--- src/pkg/exec_pkg.sv ---
package exec_pkg;
   localparam int DATA_W  = 8;
   localparam int PC_W    = 15;
   localparam int JMP_W   = 11;
   localparam int FADDR_W = 7;
   localparam int LATCH_W = 7;
   localparam int OP_W    = 3;
   localparam int FILE_DEPTH = 128;

   localparam logic [11:0] ADDR_INSTR  = 12'h000;
   localparam logic [11:0] ADDR_ACC    = 12'h004;
   localparam logic [11:0] ADDR_STATUS = 12'h008;
   localparam logic [11:0] ADDR_LATCH  = 12'h00C;
   localparam logic [11:0] ADDR_PC     = 12'h010;
   localparam logic [2:0]  FILE_REGION = 3'h1;

   localparam int INSTR_OP_LSB   = 0;
   localparam int INSTR_DEST_BIT = 3;
   localparam int INSTR_K_LSB    = 16;
   localparam int STAT_C_BIT     = 0;
   localparam int STAT_Z_BIT     = 1;
   localparam int STAT_BUSY_BIT  = 8;
   localparam int LATCH_HI       = 6;
   localparam int LATCH_LO       = 3;

   localparam logic [DATA_W-1:0]  ACC_RST   = 8'h00;
   localparam logic [LATCH_W-1:0] LATCH_RST = 7'h00;
   localparam logic [PC_W-1:0]    PC_RST    = 15'h0000;
   localparam logic [PC_W-1:0]    PC_STEP   = 15'h0001;
   localparam logic [DATA_W-1:0]  ONE_BYTE  = 8'h01;
   localparam logic [31:0]        INSTR_RST = 32'h00000000;
   localparam logic [1:0]         RESP_OKAY = 2'h0;

   typedef enum logic [OP_W-1:0] {
      OP_NONE          = 3'h0,
      OP_JUMP_ABSOLUTE = 3'h1,
      OP_OR_LITERAL    = 3'h2,
      OP_INCREMENT     = 3'h3,
      OP_OR_FILE       = 3'h4,
      OP_SHIFT_LEFT    = 3'h5,
      OP_SHIFT_RIGHT   = 3'h6
   } op_e;

   typedef enum logic [1:0] {
      ST_IDLE  = 2'h0,
      ST_EXEC  = 2'h1,
      ST_JUMP2 = 2'h3
   } state_e;

   function automatic logic is_zero(input logic [DATA_W-1:0] v);
      return (v == '0);
   endfunction
endpackage

--- src/pkg/exec_if.sv ---
`timescale 1ns/1ns
`default_nettype none
interface exec_if;
   exec_pkg::op_e                      op;
   logic [exec_pkg::DATA_W-1:0]        acc;
   logic [exec_pkg::DATA_W-1:0]        fdata;
   logic [exec_pkg::JMP_W-1:0]         k;
   logic [exec_pkg::DATA_W-1:0]        result;
   logic                               c_out;
   logic                               z_out;
   logic                               c_we;
   logic                               z_we;
   logic [exec_pkg::PC_W-1:0]          pc;
   logic [exec_pkg::LATCH_W-1:0]       latch;
   logic [exec_pkg::PC_W-1:0]          pc_nxt;

   modport core (output op, acc, fdata, k, pc, latch,
                 input result, c_out, z_out, c_we, z_we, pc_nxt);
   modport alu  (input op, acc, fdata, k,
                 output result, c_out, z_out, c_we, z_we);
   modport pcu  (input op, k, pc, latch, output pc_nxt);
endinterface
`default_nettype wire

--- src/verilog/branch_logic_shift_exec.sv ---
// Behaviour
// - Jump loads the 11-bit operand into program counter bits 10:0.
// - Jump fills program counter bits 14:11 from upper latch bits 6:3.
// - Jump takes two cycles, is unconditional, leaves all flags unchanged.
// - OR literal: accumulator OR 8-bit literal into accumulator, zero flag updated.
// - Increment file: file register plus one to destination, zero flag updated.
// - Destination bit 0 writes accumulator, 1 writes back the file register.
// - OR file: accumulator OR file register into destination, zero flag updated.
// - Left shift: bit 7 to carry, bits 6:0 up, zero into bit 0.
// - Right shift: zero into bit 7, bits 7:1 down, bit 0 to carry.
//
// Decided for this implementation: register access over AHB-Lite and the placing of the registers.
`timescale 1ns/1ns
`default_nettype none
module branch_logic_shift_exec (
   input  wire logic        hclk,
   input  wire logic        hresetn,
   input  wire logic        hsel,
   input  wire logic [31:0] haddr,
   input  wire logic [1:0]  htrans,
   input  wire logic        hwrite,
   input  wire logic [2:0]  hsize,
   input  wire logic [31:0] hwdata,
   input  wire logic        hready,
   output logic             hreadyout,
   output logic [1:0]       hresp,
   output logic [31:0]      hrdata
);
   localparam int AW       = 12;
   localparam int FSEL_LSB = 9;
   localparam int WORD_LSB = 2;

   exec_if ex ();

   exec_alu u_alu (
      .bus (ex.alu)
   );

   exec_pc u_pc (
      .bus (ex.pcu)
   );

   logic [exec_pkg::DATA_W-1:0]  file_mem [exec_pkg::FILE_DEPTH];

   exec_pkg::state_e              state_r;
   exec_pkg::state_e              state_nxt;
   logic [31:0]                   instr_r;
   logic [31:0]                   instr_nxt;
   logic [exec_pkg::DATA_W-1:0]   acc_r;
   logic [exec_pkg::DATA_W-1:0]   acc_nxt;
   logic                          carry_r;
   logic                          carry_nxt;
   logic                          zero_r;
   logic                          zero_nxt;
   logic [exec_pkg::LATCH_W-1:0]  latch_r;
   logic [exec_pkg::LATCH_W-1:0]  latch_nxt;
   logic [exec_pkg::PC_W-1:0]     pc_r;
   logic [exec_pkg::PC_W-1:0]     pc_nxt;

   logic                          dp_valid_r;
   logic                          dp_valid_nxt;
   logic                          dp_write_r;
   logic                          dp_write_nxt;
   logic [AW-1:0]                 dp_addr_r;
   logic [AW-1:0]                 dp_addr_nxt;
   logic                          rd_done_r;
   logic                          rd_done_nxt;
   logic [31:0]                   hrdata_r;
   logic [31:0]                   hrdata_nxt;

   logic                          busy;
   logic                          dp_file;
   logic [exec_pkg::FADDR_W-1:0]  dp_index;
   logic                          bus_write;
   logic                          file_we;
   logic [exec_pkg::FADDR_W-1:0]  file_waddr;
   logic [exec_pkg::DATA_W-1:0]   file_wdata;
   logic                          dest_file;
   logic [exec_pkg::FADDR_W-1:0]  op_faddr;
   logic                          exec_now;

   assign busy      = (state_r != exec_pkg::ST_IDLE);
   assign dp_file   = (dp_addr_r[AW-1:FSEL_LSB] == exec_pkg::FILE_REGION);
   assign dp_index  = dp_addr_r[FSEL_LSB-1:WORD_LSB];
   assign exec_now  = (state_r == exec_pkg::ST_EXEC);
   assign dest_file = instr_r[exec_pkg::INSTR_DEST_BIT];
   assign op_faddr  = instr_r[exec_pkg::INSTR_K_LSB +: exec_pkg::FADDR_W];

   // Any data phase waits while an operation runs, so software never races the datapath.
   // Reads take one extra wait cycle so that hrdata comes from a flip-flop and still
   // sees a write that completed in the cycle before.
   always_comb begin
      hreadyout = 1'b1;
      if (dp_valid_r) begin
         if (busy) begin
            hreadyout = 1'b0;
         end else if (!dp_write_r && !rd_done_r) begin
            hreadyout = 1'b0;
         end
      end
   end

   assign hresp     = exec_pkg::RESP_OKAY;
   assign hrdata    = hrdata_r;
   assign bus_write = dp_valid_r && dp_write_r && !busy;

   always_comb begin
      ex.op    = exec_pkg::op_e'(instr_r[exec_pkg::INSTR_OP_LSB +: exec_pkg::OP_W]);
      ex.acc   = acc_r;
      ex.fdata = file_mem[op_faddr];
      ex.k     = instr_r[exec_pkg::INSTR_K_LSB +: exec_pkg::JMP_W];
      ex.pc    = pc_r;
      ex.latch = latch_r;
   end

   // Bus pipeline: address phase captured only when the bus is ready.
   always_comb begin
      dp_valid_nxt = dp_valid_r;
      dp_write_nxt = dp_write_r;
      dp_addr_nxt  = dp_addr_r;
      rd_done_nxt  = rd_done_r;
      hrdata_nxt   = hrdata_r;
      if (dp_valid_r && !busy && !dp_write_r && !rd_done_r) begin
         rd_done_nxt = 1'b1;
         hrdata_nxt  = '0;
         if (dp_file) begin
            hrdata_nxt[exec_pkg::DATA_W-1:0] = file_mem[dp_index];
         end else begin
            case (dp_addr_r)
               exec_pkg::ADDR_INSTR:  hrdata_nxt = instr_r;
               exec_pkg::ADDR_ACC:    hrdata_nxt[exec_pkg::DATA_W-1:0] = acc_r;
               exec_pkg::ADDR_STATUS: begin
                  hrdata_nxt[exec_pkg::STAT_C_BIT]    = carry_r;
                  hrdata_nxt[exec_pkg::STAT_Z_BIT]    = zero_r;
                  hrdata_nxt[exec_pkg::STAT_BUSY_BIT] = busy;
               end
               exec_pkg::ADDR_LATCH:  hrdata_nxt[exec_pkg::LATCH_W-1:0] = latch_r;
               exec_pkg::ADDR_PC:     hrdata_nxt[exec_pkg::PC_W-1:0] = pc_r;
               default:               hrdata_nxt = '0;
            endcase
         end
      end
      if (hreadyout) begin
         rd_done_nxt  = 1'b0;
         dp_valid_nxt = hsel && hready && htrans[1];
         dp_write_nxt = hwrite;
         dp_addr_nxt  = haddr[AW-1:0];
      end
   end

   // Architectural state: software writes, then the running operation.
   always_comb begin
      state_nxt  = state_r;
      instr_nxt  = instr_r;
      acc_nxt    = acc_r;
      carry_nxt  = carry_r;
      zero_nxt   = zero_r;
      latch_nxt  = latch_r;
      pc_nxt     = pc_r;
      file_we    = 1'b0;
      file_waddr = dp_index;
      file_wdata = hwdata[exec_pkg::DATA_W-1:0];
      if (bus_write) begin
         if (dp_file) begin
            file_we = 1'b1;
         end else begin
            case (dp_addr_r)
               exec_pkg::ADDR_INSTR: begin
                  instr_nxt = hwdata;
                  state_nxt = exec_pkg::ST_EXEC;
               end
               exec_pkg::ADDR_ACC:    acc_nxt = hwdata[exec_pkg::DATA_W-1:0];
               exec_pkg::ADDR_STATUS: begin
                  carry_nxt = hwdata[exec_pkg::STAT_C_BIT];
                  zero_nxt  = hwdata[exec_pkg::STAT_Z_BIT];
               end
               exec_pkg::ADDR_LATCH:  latch_nxt = hwdata[exec_pkg::LATCH_W-1:0];
               exec_pkg::ADDR_PC:     pc_nxt = hwdata[exec_pkg::PC_W-1:0];
               default:               instr_nxt = instr_r;
            endcase
         end
      end
      case (state_r)
         exec_pkg::ST_EXEC: begin
            pc_nxt = ex.pc_nxt;
            if (ex.op == exec_pkg::OP_JUMP_ABSOLUTE) begin
               state_nxt = exec_pkg::ST_JUMP2;
            end else begin
               state_nxt = exec_pkg::ST_IDLE;
               if (ex.c_we) begin
                  carry_nxt = ex.c_out;
               end
               if (ex.z_we) begin
                  zero_nxt = ex.z_out;
               end
               if (ex.op == exec_pkg::OP_OR_LITERAL) begin
                  acc_nxt = ex.result;
               // Only the datapath operations write a result, so unused codes act as none.
               end else if (ex.z_we && dest_file) begin
                  file_we    = 1'b1;
                  file_waddr = op_faddr;
                  file_wdata = ex.result;
               end else if (ex.z_we) begin
                  acc_nxt = ex.result;
               end
            end
         end
         exec_pkg::ST_JUMP2: begin
            // Second jump cycle only retires; flags stay as they were.
            state_nxt = exec_pkg::ST_IDLE;
         end
         exec_pkg::ST_IDLE: begin
            state_nxt = state_nxt;
         end
         default: begin
            state_nxt = exec_pkg::ST_IDLE;
         end
      endcase
   end

   always_ff @(posedge hclk or negedge hresetn) begin
      if (!hresetn) begin
         state_r    <= exec_pkg::ST_IDLE;
         instr_r    <= exec_pkg::INSTR_RST;
         acc_r      <= exec_pkg::ACC_RST;
         carry_r    <= 1'b0;
         zero_r     <= 1'b0;
         latch_r    <= exec_pkg::LATCH_RST;
         pc_r       <= exec_pkg::PC_RST;
         dp_valid_r <= 1'b0;
         dp_write_r <= 1'b0;
         dp_addr_r  <= '0;
         rd_done_r  <= 1'b0;
         hrdata_r   <= '0;
      end else begin
         state_r    <= state_nxt;
         instr_r    <= instr_nxt;
         acc_r      <= acc_nxt;
         carry_r    <= carry_nxt;
         zero_r     <= zero_nxt;
         latch_r    <= latch_nxt;
         pc_r       <= pc_nxt;
         dp_valid_r <= dp_valid_nxt;
         dp_write_r <= dp_write_nxt;
         dp_addr_r  <= dp_addr_nxt;
         rd_done_r  <= rd_done_nxt;
         hrdata_r   <= hrdata_nxt;
      end
   end

   // The file array has no reset; software must initialise the words it uses.
   always_ff @(posedge hclk) begin
      if (file_we) begin
         file_mem[file_waddr] <= file_wdata;
      end
   end
endmodule
`default_nettype wire

--- src/verilog/exec_alu.sv ---
`timescale 1ns/1ns
`default_nettype none
module exec_alu (
   exec_if.alu bus
);
   always_comb begin
      bus.result = bus.acc;
      bus.c_out  = 1'b0;
      bus.c_we   = 1'b0;
      bus.z_we   = 1'b0;
      case (bus.op)
         exec_pkg::OP_OR_LITERAL: begin
            bus.result = bus.acc | bus.k[exec_pkg::DATA_W-1:0];
            bus.z_we   = 1'b1;
         end
         exec_pkg::OP_INCREMENT: begin
            bus.result = bus.fdata + exec_pkg::ONE_BYTE;
            bus.z_we   = 1'b1;
         end
         exec_pkg::OP_OR_FILE: begin
            bus.result = bus.acc | bus.fdata;
            bus.z_we   = 1'b1;
         end
         exec_pkg::OP_SHIFT_LEFT: begin
            bus.result = {bus.fdata[exec_pkg::DATA_W-2:0], 1'b0};
            bus.c_out  = bus.fdata[exec_pkg::DATA_W-1];
            bus.c_we   = 1'b1;
            bus.z_we   = 1'b1;
         end
         exec_pkg::OP_SHIFT_RIGHT: begin
            bus.result = {1'b0, bus.fdata[exec_pkg::DATA_W-1:1]};
            bus.c_out  = bus.fdata[0];
            bus.c_we   = 1'b1;
            bus.z_we   = 1'b1;
         end
         default: begin
            bus.result = bus.acc;
         end
      endcase
      bus.z_out = exec_pkg::is_zero(bus.result);
   end
endmodule
`default_nettype wire

--- src/verilog/exec_pc.sv ---
`timescale 1ns/1ns
`default_nettype none
module exec_pc (
   exec_if.pcu bus
);
   always_comb begin
      if (bus.op == exec_pkg::OP_JUMP_ABSOLUTE) begin
         // All four upper bits come from latch bits 6:3, so a jump can reach the whole space.
         bus.pc_nxt = {bus.latch[exec_pkg::LATCH_HI:exec_pkg::LATCH_LO], bus.k};
      end else begin
         bus.pc_nxt = bus.pc + exec_pkg::PC_STEP;
      end
   end
endmodule
`default_nettype wire

--- config.mk ---
export PLATFORM = sky130hd
export DESIGN_NAME = branch_logic_shift_exec
export DESIGN_NICKNAME = d
export VERILOG_FILES = /design/src/pkg/exec_pkg.sv /design/src/pkg/exec_if.sv /design/src/verilog/branch_logic_shift_exec.sv /design/src/verilog/exec_alu.sv /design/src/verilog/exec_pc.sv
export SDC_FILE = /design/constraint.sdc
export NUM_CORES = 2
export LEC_CHECK = 0
export ABC_AREA = 0
export BUFFER_PORTS_ARGS = -buffer_cell sky130_fd_sc_hd__buf_4
export CELL_PAD_IN_SITES_DETAIL_PLACEMENT = 0
export CELL_PAD_IN_SITES_GLOBAL_PLACEMENT = 1
export CORE_UTILIZATION = 55
export CTS_CLUSTER_DIAMETER = 40
export CTS_CLUSTER_SIZE = 8
export DETAILED_ROUTE_END_ITERATION = 8
export GPL_ROUTABILITY_DRIVEN = 0
export GPL_TIMING_DRIVEN = 1
export PLACE_DENSITY_LB_ADDON = 0.1
export SETUP_SLACK_MARGIN = 0.15
export SLEW_MARGIN = 20
export SYNTH_ARGS = -nofsm -noshare
export SYNTH_HDL_FRONTEND = slang
export SYNTH_SLANG_ARGS = --single-unit
--- constraint.sdc ---
create_clock -name hclk -period 12 [get_ports hclk]
set_clock_uncertainty 0.1 [all_clocks]
set_input_delay 0.6 -clock hclk [delete_from_list [all_inputs] [get_ports hclk]]
set_output_delay 0.6 -clock hclk [all_outputs]
set_load 0.01 [all_outputs]
==> impl_metrics.csv <==
group,metric,value,unit
sta,max_freq,129.8,MHz
layout,utilization,62.90,%
power_and_ir_drop,p_sw,2.122,mW
sta,fin_crit_sh,64.20,%
die,io_pins,109,
sta,setup-tns-final,0,ns
power_and_ir_drop,power_density,154.7,nW/µm²
die,die_h,317.0,µm
synthesis,synth-seq-area-share,61.51,%
placed_design,placed_cells,4297,
grt,grt_max_degree,137,
status,outcome,"complete, no violations",
synthesis,ys_types,76,
critical_path,cp-start-kind,"register",
job,cap_violations,0,
route,vias,32930,
grt,grt_usage,33.74,%
critical_path,end_kind,"register",
power_and_ir_drop,p_sw_share,22.16,%
critical_path,cp_max_fo,108,
clock_tree,cts_root_buf,"clkbuf_16",
die,die-width,317.0,µm
die,fp-row-count,115,
layout,area_delta_synth_final,13.41,%
synthesis,async_flop_share,9.938,%
synthesis,synth-simple-area-share,4.541,%
power_and_ir_drop,power_frac_clock,47.3,%
critical_path,worstPathRequired,12.28,ns
sta,period_minus_slack,7.704,ns
sta,maxSlewViolCount,0,
clock_tree,clkTransAtPathRegs,0.05,ns
synthesis,synth_compound_area_share,4.662,%
route,drc_errors,0,
layout,layout.cells.non_filler,4602,
layout,final_layout_size_suffix_gt1_share,29.87,%
synthesis,synth_top_flop_cell,"edfxtp_1",
route,wl,166500,µm
synthesis,synth_edf_count,1024,
layout,fillers,6939,
sta,rsz0062_at_grt,"false",
layout,multi_input_area,19890,µm²
synthesis,synth_adder_area_share,0.04584,%
sta,worst_pin_slew,1.193,ns
clock_tree,cts_sinks,1137,
grt,grt_pass1_vias,33050,
route,viasPerCell,7.156,
route,drt_iter0_drc,4154,
layout,ff_latch_area,33610,µm²
clock_tree,cts.path.max_buffers,3,
route,wire_per_inst,36.17,µm
clock_tree,cts_tree,"built",
route,ant_nets,0,
sta,setup_viol,0,
synthesis,synth.area.top_cells,"edfxtp_1 (56%), mux4_2 (20%), dfrtp_1 (5.2%)",
min_path,min_path_type,"primary input to register",
grt,grt_overflow_total,0,
synthesis,syn_inst,3104,
power_and_ir_drop,leakagePower,21.63,nW
synthesis,synth_top_family_by_area,"multiplexers",
placed_design,place_ws,4.618,ns
clock_tree,h-tree-depth,4,
power_and_ir_drop,internal_power,7.453,mW
synthesis,yosysWarnings,0,
critical_path,critPathKind,"register to register",
sta,hold_viol_final,0,
clock_tree,insertion_delay,0.77,ns
route,dr.pass1.iters,6,
placed_design,placed_area,56370,µm²
grt,grt_first_pass_wirelength,237900,µm
synthesis,yosysTopAreaCellShare,56.33,%
layout,final_area,61910,µm²
synthesis,avgSynthCellArea,17.59,µm²
synthesis,synth_xor_xnor_area_share,0.06418,%
grt,antenna_found_initial,12,
sta,worst_slack,4.296,ns
synthesis,synth.mux.area_fraction,26.79,%
power_and_ir_drop,power_frac_seq,45.5,%
sta,hold_ws,0.05440,ns
placed_design,hpwl,105700,µm
placed_design,io_buffers,82,
synthesis,synth.cell_area,54590,µm²
synthesis,ys_ff_latch,1137,
synthesis,yosys.area.top_type,"edfxtp_1",
power_and_ir_drop,vdd_drop_max,120.9,µV
die,initial_core_util,55.46,%
layout,final_nets,3304,
die,core_area,98420,µm²
clock_tree,cts_resized,0,
power_and_ir_drop,power.total,9.575,mW
critical_path,arrival,7.99,ns
power_and_ir_drop,pwr-share-comb,7.2,%
die,dieArea,100500,µm²
clock_tree,cts_buffers,176,
sta,relSlewSlack,20.15,%
## timing repair
action                                 CTS  global route
hold buffers                            40             0
buffers inserted                         0             0
endpoints found under the hold margin   92             0
## sequential cells by signal, summed over array words and instances (netlist names), 2 cells and up
| signal | flops |
|---|---|
| dp_addr_r | 12 |
| state_r | 2 |
| hrdata | 32 |
| ex.latch | 7 |
| file_mem | 1024 |
| instr_r | 32 |
| ex.pc | 15 |
| acc_r | 8 |
## Yosys cell counts, types with 19 or more instances
| master | n |
|---|---|
| edfxtp_1 | 1024 |
| mux4_2 | 491 |
| mux2i_1 | 228 |
| nor2_1 | 190 |
| clkbuf_1 | 138 |
| dfrtp_1 | 113 |
| nand2_1 | 108 |
| o21ai_0 | 83 |
| a22oi_1 | 79 |
| mux2_2 | 70 |
| nand3_1 | 52 |
| buf_1 | 51 |
| a21oi_1 | 43 |
| o22ai_1 | 35 |
| a22o_1 | 25 |
| nand2b_1 | 24 |
| inv_1 | 22 |
| buf_6 | 21 |
| nor3_1 | 19 |
| or2_2 | 19 |
## layer usage
layer | share of wire (%) | vias up | track usage [%]
met5 | 0.028 | - | 0
met4 | 4.1 | 8 | 13.63
met3 | 11 | 340 | 10.14
met2 | 48 | 1987 | 52.23
met1 | 37 | 17370 | 45.06
li1 | - | 13230 | -
## cell type report
cell class,instances,area share [%]
Timing Repair Buffer,190,2.587
Inverter,22,0.1334
Multi-Input combinational cell,1701,32.13
Antenna cell,4,0.01617
Clock inverter,49,0.8145
Sequential cell,1137,54.29
Clock buffer,212,7.434
Tap cell,1287,2.601
## cell families after synthesis
kind of cell	after synthesis
flops	1137
mux	809
simple gates	514
compound gates	370
buf+inv	267
xor+xnor	4
fa+ha+maj	2
other cells	1
## power groups by stage
| stage | registers [mW] | logic, mW | clock network [mW] |
|---|---|---|---|
| floorplan | 4.43 | 0.418 | 0 |
| global placement | 4.43 | 0.658 | 0 |
| detailed placement | 4.43 | 0.667 | 0 |
| CTS | 4.36 | 0.679 | 4.56 |
| global route | 4.36 | 0.708 | 4.72 |
| finish | 4.36 | 0.685 | 4.53 |
## worst max-delay path: stages, from the launching register on
cell and delay [ns]:
dfrtp_4 0.73, buf_12 0.62, nor2b_4 0.63, buf_4 0.67
a22oi_1 0.20, nand2_1 0.31, o22ai_1 0.15, nor4_2 0.85
mux2_1 0.28, inv_1 0.07, ha_1 0.26, xnor2_1 0.14
o221ai_1 0.31, a21oi_1 0.13, o21ai_4 0.71, buf_4 0.91
## layout by cell type, fill, tap and decap left out, drive strengths merged, types with 11 or more instances in the layout
master,instances
clkbuf,212
o22ai,35
buf,150
clkinv,34
nor2,190
mux4,509
a222oi,14
nand3,52
nor4,11
a22oi,79
dfrtp,113
and3,14
nor2b,15
edfxtp,1024
nand2,108
nand2b,24
mux2i,229
a31oi,13
a21oi,43
or2,19
mux2,71
o21ai,84
nor3,19
dlygate4sd3,40
inv,30
a22o,25
## worst paths after layout
| path | startpoint | to | slack, ns | cells after the start |
|---|---|---|---|---|
| worst max-delay path | instr_r[17]$_DFFE_PN0P_ | file_mem[25][2]$_DFFE_PP_ | 4.30 | 15 |
| worst min-delay path | hwdata[4] | ex.latch[4]$_DFFE_PN0P_ | 0.05 | 2 |
| worst max register to register | instr_r[17]$_DFFE_PN0P_ | file_mem[25][2]$_DFFE_PP_ | 4.30 | 15 |
| worst min register to register | hrdata[1]$_DFFE_PN0P_ | hrdata[1]$_DFFE_PN0P_ | 0.39 | 2 |
| max in group asynchronous | hresetn | instr_r[18]$_DFFE_PN0P_ | 10.11 | 3 |
| min in group asynchronous | hresetn | hrdata[25]$_DFFE_PN0P_ | 0.34 | 2 |
Power figures use the tool's default switching activity.
